### src/bec_pkg.sv
package bec_pkg;

  // ****************************************************************
  // Register map (byte offsets)
  // ****************************************************************
  localparam int ADDR_W = 12;
  localparam logic [11:0] BUS_FAULT_OFS = 12'h040;
  localparam logic [11:0] NODE_CONFIG_OFS = 12'h080;
  localparam logic [3:0] FULL_WORD_BE = 4'hf;

  // ****************************************************************
  // Bus fault register fields
  // ****************************************************************
  localparam int FLAG_W = 18;
  localparam int LOCAL_SUMMARY_BIT = 18;
  localparam int CTL_DRIVE_BIT = 17;
  localparam int DATA_DRIVE_BIT = 16;
  localparam int MODIFIED_BIT = 15;
  localparam int COPY_HELD_BIT = 14;
  localparam int CMD_STROBE_BIT = 13;
  localparam int MISSING_CONFIRM_BIT = 12;
  localparam int UNEXP_CONFIRM_BIT = 11;
  localparam int HOLD_OFF_BIT = 10;
  localparam int DRIVING_FAULT_BIT = 9;
  localparam int REG_PARITY2_BIT = 8;
  localparam int REG_PARITY_BIT = 7;
  localparam int CMD_PARITY2_BIT = 6;
  localparam int CMD_PARITY_BIT = 5;
  localparam int CORR2_BIT = 4;
  localparam int CORR_BIT = 3;
  localparam int UNCORR2_BIT = 2;
  localparam int UNCORR_BIT = 1;
  localparam int FAULT_SEEN_BIT = 0;
  localparam logic [17:0] FLAGS_RESET = 18'h00000;
  // Flags whose being set keeps the shared fault line driven
  localparam logic [17:0] FAULT_LINE_MASK = 18'h3feaa;
  // First-error flags that lock the captured command bits
  localparam logic [17:0] CAPTURE_MASK = 18'h000aa;
  localparam int CMD_W = 39;

  // ****************************************************************
  // Node configuration register fields
  // ****************************************************************
  localparam int SELFTEST_BIT = 31;
  localparam int REINIT_BIT = 30;
  localparam int HALT_BIT = 29;
  localparam int JOIN_BIT = 28;
  localparam int ZERO_HI_BIT = 27;
  localparam int ZERO_LO_BIT = 1;
  localparam int CORR_EN_BIT = 0;
  localparam int ZERO_W = 27;
  localparam logic SELFTEST_RESET = 1'b1;
  localparam logic HALT_RESET = 1'b0;
  localparam logic JOIN_RESET = 1'b0;
  localparam logic [26:0] ZERO_RESET = 27'h0000000;
  localparam logic CORR_EN_RESET = 1'b0;

endpackage

### src/bec_regs.sv
`timescale 1ns/1ps
module bec_regs (
  input wire logic clock,
  input wire logic arst_n,
  input wire logic [bec_pkg::ADDR_W-1:0] avs_address,
  input wire logic avs_read,
  input wire logic avs_write,
  input wire logic [31:0] avs_writedata,
  input wire logic [3:0] avs_byteenable,
  output logic [31:0] avs_readdata,
  output logic avs_waitrequest,
  input wire logic ctl_drive_err,
  input wire logic data_drive_err,
  input wire logic modified_signal_err,
  input wire logic copy_held_err,
  input wire logic command_strobe_err,
  input wire logic missing_confirm_err,
  input wire logic unexpected_confirm_err,
  input wire logic hold_off_err,
  input wire logic correctable_err,
  input wire logic uncorrectable_err,
  input wire logic command_parity_err,
  input wire logic register_parity_err,
  input wire logic driving_data,
  input wire logic [bec_pkg::CMD_W-1:0] command_bits,
  input wire logic module_fault,
  input wire logic bus_fault_in,
  input wire logic selftest_done,
  input wire logic bus_reset_cmd,
  output logic bus_fault_out,
  output logic [bec_pkg::CMD_W-1:0] captured_command,
  output logic console_mode,
  output logic node_reinit,
  output logic correctable_detect_on
);
  import bec_pkg::*;

  // ****************************************************************
  // Avalon slave
  // ****************************************************************
  logic wait_reg;
  logic wait_next;
  logic [31:0] rdata_reg;
  logic [31:0] rdata_next;
  logic bus_fire;
  logic wr_fire;
  logic hit_fault;
  logic hit_config;

  logic [FLAG_W-1:0] flags_reg;
  logic [FLAG_W-1:0] flags_next;
  logic summary_reg;
  logic summary_next;
  logic fault_out_reg;
  logic fault_out_next;
  logic [CMD_W-1:0] capture_reg;
  logic [CMD_W-1:0] capture_next;
  logic meta_reg;
  logic sync_reg;

  logic selftest_reg;
  logic selftest_next;
  logic halt_reg;
  logic halt_next;
  logic join_reg;
  logic join_next;
  logic [ZERO_W-1:0] zero_field_reg;
  logic [ZERO_W-1:0] zero_field_next;
  logic corr_en_reg;
  logic corr_en_next;
  logic reinit_reg;
  logic reinit_next;
  logic console_reg;
  logic console_next;

  logic [FLAG_W-1:0] flag_set;
  logic [FLAG_W-1:0] flag_clr;
  logic corr_seen;
  logic wr_fault;
  logic wr_config;

  // A request is answered one cycle after it is first seen
  assign bus_fire = (avs_read | avs_write) & ~wait_reg;
  assign hit_fault = (avs_address == BUS_FAULT_OFS);
  assign hit_config = (avs_address == NODE_CONFIG_OFS);
  // Partial writes are acknowledged but dropped
  // full word only
  assign wr_fire = avs_write & bus_fire & (avs_byteenable == FULL_WORD_BE);
  assign wr_fault = wr_fire & hit_fault;
  assign wr_config = wr_fire & hit_config;

  always_comb begin
    wait_next = ~((avs_read | avs_write) & wait_reg);
    rdata_next = rdata_reg;
    if (avs_read & wait_reg) begin
      if (hit_fault) begin
        rdata_next = {13'h0000, summary_reg, flags_reg};
      end else if (hit_config) begin
        // Reinit trigger is write-only and reads zero
        rdata_next = {selftest_reg, 1'b0, halt_reg, join_reg, zero_field_reg, corr_en_reg};
      end else begin
        rdata_next = 32'h00000000;
      end
    end
  end

  always_ff @(posedge clock or negedge arst_n) begin
    if (!arst_n) begin
      wait_reg <= 1'b1;
      rdata_reg <= 32'h00000000;
    end else begin
      wait_reg <= wait_next;
      rdata_reg <= rdata_next;
    end
  end

  // ****************************************************************
  // Fault flags
  // ****************************************************************
  // gated detection
  assign corr_seen = correctable_err & corr_en_reg;

  always_comb begin
    flag_set = FLAGS_RESET;
    flag_set[CTL_DRIVE_BIT] = ctl_drive_err;
    flag_set[DATA_DRIVE_BIT] = data_drive_err;
    flag_set[MODIFIED_BIT] = modified_signal_err;
    flag_set[COPY_HELD_BIT] = copy_held_err;
    flag_set[CMD_STROBE_BIT] = command_strobe_err;
    flag_set[MISSING_CONFIRM_BIT] = missing_confirm_err;
    flag_set[UNEXP_CONFIRM_BIT] = unexpected_confirm_err;
    flag_set[HOLD_OFF_BIT] = hold_off_err;
    flag_set[DRIVING_FAULT_BIT] = driving_data &
        (corr_seen | uncorrectable_err | command_parity_err | register_parity_err);
    flag_set[REG_PARITY_BIT] = register_parity_err & ~flags_reg[REG_PARITY_BIT];
    flag_set[REG_PARITY2_BIT] = register_parity_err & flags_reg[REG_PARITY_BIT];
    flag_set[CMD_PARITY_BIT] = command_parity_err & ~flags_reg[CMD_PARITY_BIT];
    flag_set[CMD_PARITY2_BIT] = command_parity_err & flags_reg[CMD_PARITY_BIT];
    flag_set[CORR_BIT] = corr_seen & ~flags_reg[CORR_BIT];
    flag_set[CORR2_BIT] = corr_seen & flags_reg[CORR_BIT];
    flag_set[UNCORR_BIT] = uncorrectable_err & ~flags_reg[UNCORR_BIT];
    flag_set[UNCORR2_BIT] = uncorrectable_err & flags_reg[UNCORR_BIT];
    flag_set[FAULT_SEEN_BIT] = sync_reg;
  end

  always_comb begin
    // bit 18 and reserved bits ignore writes
    flag_clr = wr_fault ? avs_writedata[FLAG_W-1:0] : FLAGS_RESET;
    if (bus_reset_cmd) begin
      flags_next = flag_set;
    end else begin
      flags_next = (flags_reg & ~flag_clr) | flag_set;
    end
    summary_next = module_fault;
    fault_out_next = |(flags_next & FAULT_LINE_MASK);
    capture_next = capture_reg;
    // Only the first of the data errors locks the command bits
    if (|(flag_set & CAPTURE_MASK) && !(|(flags_reg & CAPTURE_MASK))) begin
      capture_next = command_bits;
    end
  end

  always_ff @(posedge clock or negedge arst_n) begin
    if (!arst_n) begin
      flags_reg <= FLAGS_RESET;
      summary_reg <= 1'b0;
      fault_out_reg <= 1'b0;
      capture_reg <= '0;
      meta_reg <= 1'b0;
      sync_reg <= 1'b0;
    end else begin
      flags_reg <= flags_next;
      summary_reg <= summary_next;
      fault_out_reg <= fault_out_next;
      capture_reg <= capture_next;
      meta_reg <= bus_fault_in;
      sync_reg <= meta_reg;
    end
  end

  // ****************************************************************
  // Node configuration
  // ****************************************************************
  always_comb begin
    selftest_next = selftest_reg;
    halt_next = halt_reg;
    zero_field_next = zero_field_reg;
    corr_en_next = corr_en_reg;
    if (selftest_done || (wr_config && avs_writedata[SELFTEST_BIT])) begin
      selftest_next = 1'b0;
    end
    if (wr_config) begin
      halt_next = avs_writedata[HALT_BIT];
      // field stored as written; software keeps it zero
      zero_field_next = avs_writedata[ZERO_HI_BIT:ZERO_LO_BIT];
      corr_en_next = avs_writedata[CORR_EN_BIT];
    end
    reinit_next = wr_config & avs_writedata[REINIT_BIT];
    join_next = join_reg;
    if (bus_reset_cmd || (wr_config && avs_writedata[JOIN_BIT])) begin
      join_next = 1'b0;
    end
    if (reinit_next) begin
      join_next = 1'b1;
    end
    if (bus_reset_cmd) begin
      selftest_next = SELFTEST_RESET;
      halt_next = HALT_RESET;
      zero_field_next = ZERO_RESET;
      corr_en_next = CORR_EN_RESET;
    end
    console_next = halt_next | reinit_next;
  end

  always_ff @(posedge clock or negedge arst_n) begin
    if (!arst_n) begin
      selftest_reg <= SELFTEST_RESET;
      halt_reg <= HALT_RESET;
      join_reg <= JOIN_RESET;
      zero_field_reg <= ZERO_RESET;
      corr_en_reg <= CORR_EN_RESET;
      reinit_reg <= 1'b0;
      console_reg <= 1'b0;
    end else begin
      selftest_reg <= selftest_next;
      halt_reg <= halt_next;
      join_reg <= join_next;
      zero_field_reg <= zero_field_next;
      corr_en_reg <= corr_en_next;
      reinit_reg <= reinit_next;
      console_reg <= console_next;
    end
  end

  assign avs_waitrequest = wait_reg;
  assign avs_readdata = rdata_reg;
  assign bus_fault_out = fault_out_reg;
  assign captured_command = capture_reg;
  assign console_mode = console_reg;
  assign node_reinit = reinit_reg;
  assign correctable_detect_on = corr_en_reg;

  // ****************************************************************
  // Assertions
  // ****************************************************************
  logic [FLAG_W-1:0] keep_mask;
  assign keep_mask = bus_reset_cmd ? FLAGS_RESET : (flags_reg & ~flag_clr);
endmodule // bec_regs

### config.mk
export PLATFORM = sky130hd
export DESIGN_NAME = bec_regs
export DESIGN_NICKNAME = d
export VERILOG_FILES = /design/src/bec_pkg.sv /design/src/bec_regs.sv
export SDC_FILE = /design/constraint.sdc
export NUM_CORES = 1
export LEC_CHECK = 0
export ABC_AREA = 0
export BUFFER_PORTS_ARGS = -buffer_cell sky130_fd_sc_hd__buf_4
export CAP_MARGIN = 20
export CORE_MARGIN = 5
export CORE_UTILIZATION = 45
export CTS_CLUSTER_SIZE = 12
export DETAILED_ROUTE_END_ITERATION = 6
export GPL_TIMING_DRIVEN = 0
export PLACE_DENSITY = 0.8
export SYNTH_ARGS = -nofsm -noshare
export SYNTH_HDL_FRONTEND = slang
export SYNTH_SLANG_ARGS = --single-unit
### constraint.sdc
create_clock -name clock -period 1.9 [get_ports clock]
set_clock_uncertainty 0.2 [all_clocks]
set_input_delay 0.19 -clock clock [delete_from_list [all_inputs] [get_ports clock]]
set_output_delay 0.19 -clock clock [all_outputs]
set_load 0.01 [all_outputs]
==> results.tsv <==
metric	value	unit
status	finished with violations	
violations	negative setup slack	
layout.nets	883	
netlist_instances	467	
mostFrequentLayoutCells	194 x buf_4, 122 x dfrtp_1, 91 x nand2_1	
clkSinkCount	126	
synth.distinct_cells	42	
htreeDepth	4	
grt-ovfl-total	0	
final_common_cell	buf_4	
drt-initial-drc-count	367	
syn_area	0.00519	mm2
fp.dieW	117	um
vias	4986	
design_power_total	9.29	mW
syn_nets	575	
clkTransAtPathRegs	0.05	ns
gr-usage-all-layers	0.254	
r2r_cells	6	
crit_fanout	5	
period_minus_slack	1.98	ns
report.final.setup_viol	29	
drc	0	
hp-class	input port to asynchronous set/reset pin	
wl	17500	um
setup_ws	-0.0762	ns
finish.utilization	0.760	
clkLatencyLatePin	0.42	ns
synth_area_leaders	dfrtp_1 60%, nand2_1 6.7%, mux2_2 6.3%	
routedWlPerCell	18.8	um
tns	-1.34	ns
gp_congestion	0.825	
path_class	flop to flop	
peakVddDrop	809	uV
layout-drive-gt1-share	0.392	
cts_tree	done	
yosys_warnings	0	
syn_avg_cell_area	11.1	um2
synth_top_area_share	0.598	
post_drt_via_cell_ratio	5.35	
final_cell_area	0.00864	mm2
grt_start_max_net_pins	86	
synth_top_cell_by_area	dfrtp_1	
grt_pass1_vias	5395	
cts_buffers	17	
dpl_cell_area	0.00676	mm2
initial_core_util	0.456	
end_kind	flop	
dp_slack	-0.366	ns
core-area	0.0114	mm2
crit_buf_inv	3	
postRouteAntennaNets	0	
grt_antenna_before_repair	1	
largest_register_ffs	39	
cts_buffer_depth	2	
power_density	1080	mW/mm2
cp_top_family	buffers and inverters	
num_io_pins	184	
rows	39	
crit_chain	nor4_4, o41ai_4, buf_4, buf_8, clkbuf_16, mux2_4	
die_y	117	um
io_buffers	181	
yosysSeqAreaShare	0.608	
slew-limit-headroom	0.627	
syn_to_final_growth	66.7	%
clockRootBuffer	clkbuf_16	
fin_crit_sh	1.04	
hpwl	10700	um
rsz0062_at_grt	yes	
slew_violations	0	
max_slew.worst_pin.slew	0.559	ns
p_leak	4.17	nW
hold_viol	0	
critical_path_required	1.99	ns
fmax	506	MHz
dr.pass1.iters	5	
max_stage_delay	0.43	ns
critical_path_arrival	2.07	ns
cp_slowest_cell	dfrtp_2	
synth-seq-cells	126	
die-area	0.0138	mm2
maxCapViolCount	0	
worstSetupStartpointType	flop	
worst-path-stages	6	
grt_pass1_wl	27900	um
worst reg2reg max path: stages (launching register included):
cell,delay (ns)
dfrtp_2,0.43
nor4_4,0.32
o41ai_4,0.12
buf_4,0.18
buf_8,0.14
clkbuf_16,0.16
mux2_4,0.30
area by class of cell:
| cell class | count | area, um2 |
|---|---|---|
| clock buffers | 24 | 482 |
| clock inverters | 8 | 90.1 |
| diodes | 1 | 2.50 |
| flip-flops and latches | 126 | 3160 |
| plain buffers | 31 | 204 |
| well taps | 143 | 179 |
| multi-input cells | 298 | 2000 |
| fillers | 705 | 2730 |
| repair buffers | 289 | 2480 |
| inverters | 12 | 45.0 |
cells in the mapped netlist:
cell type    n
a311oi_1     1
clkbuf_1    13
mux2i_1      1
a221oi_1    19
o21bai_1     1
conb_1       1
dfrtp_1    124
and2_1       4
a31o_1       2
nor3_1       4
a31o_2       3
nor3b_2      1
buf_6        1
inv_1       11
o21ai_0      3
nor4_1       2
dfstp_2      2
nor4_4       2
a31oi_1      2
a41oi_2      1
nand2_1     92
or2_2        1
mux2_2      29
a32o_1       4
a22oi_1      2
nand3_1     12
a211oi_1     1
clkinv_1     1
and3_1       1
o41ai_2      1
buf_4        4
a41oi_1      7
a21oi_1     36
nor2b_1      6
nand4_1      2
a2111o_1     1
and4_1       4
buf_2       12
nor2_1      41
mux2_1      10
a21boi_0     1
buf_1        1
metal layers:
layer | vias up | share of wire | global-route usage
li1 | 2246 | - | -
met1 | 2442 | 0.37 | 0.293
met2 | 238 | 0.52 | 0.432
met3 | 60 | 0.067 | 0.0679
met4 | 0 | 0.039 | 0.126
met5 | - | 0 | 0
stage by stage:
step	cells	hold WS, ns
2_1_floorplan	467	-0.306
3_3_place_gp	791	0.103
3_5_place_dp	792	-0.0736
4_1_cts	927	0.0363
5_1_grt	932	0.0910
6_report	932	0.0533
report_power, final:
part,total [mW],internal (mW),switching (mW)
logic,2.58,1.55,1.03
clock network,3.14,2.02,1.12
registers,3.58,3.23,0.351
total,9.29,6.79,2.50
cell families after synthesis:
family / synth area share
compound gates: 0.117
simple gates: 0.148
other cells: 0.000723
flops: 0.608
buf+inv: 0.0384
mux: 0.0866
timing repair:
item	4_1_cts	5_1_grt
pin swaps	2	5
endpoints found under the hold margin	218	0
setup buffers	12	2
hold buffers	90	0
gates resized for setup	36	35
gates cloned	1	3
setup endpoints to repair	64	85
worst paths after layout:
check,endpoint,slack [ns],from
max,captured_command[29]$_DFFE_PN0P_,-0.08,flags_reg[7]$_DFF_PN0_
min,captured_command[29]$_DFFE_PN0P_,0.05,arst_n
max reg2reg,captured_command[29]$_DFFE_PN0P_,-0.08,flags_reg[7]$_DFF_PN0_
min reg2reg,sync_reg$_DFF_PN0_,0.15,meta_reg$_DFF_PN0_
max in group asynchronous,flags_reg[7]$_DFF_PN0_,0.71,arst_n
min in group clock,flags_reg[5]$_DFF_PN0_,0.08,command_parity_err
(Power assumes the default switching activity.)
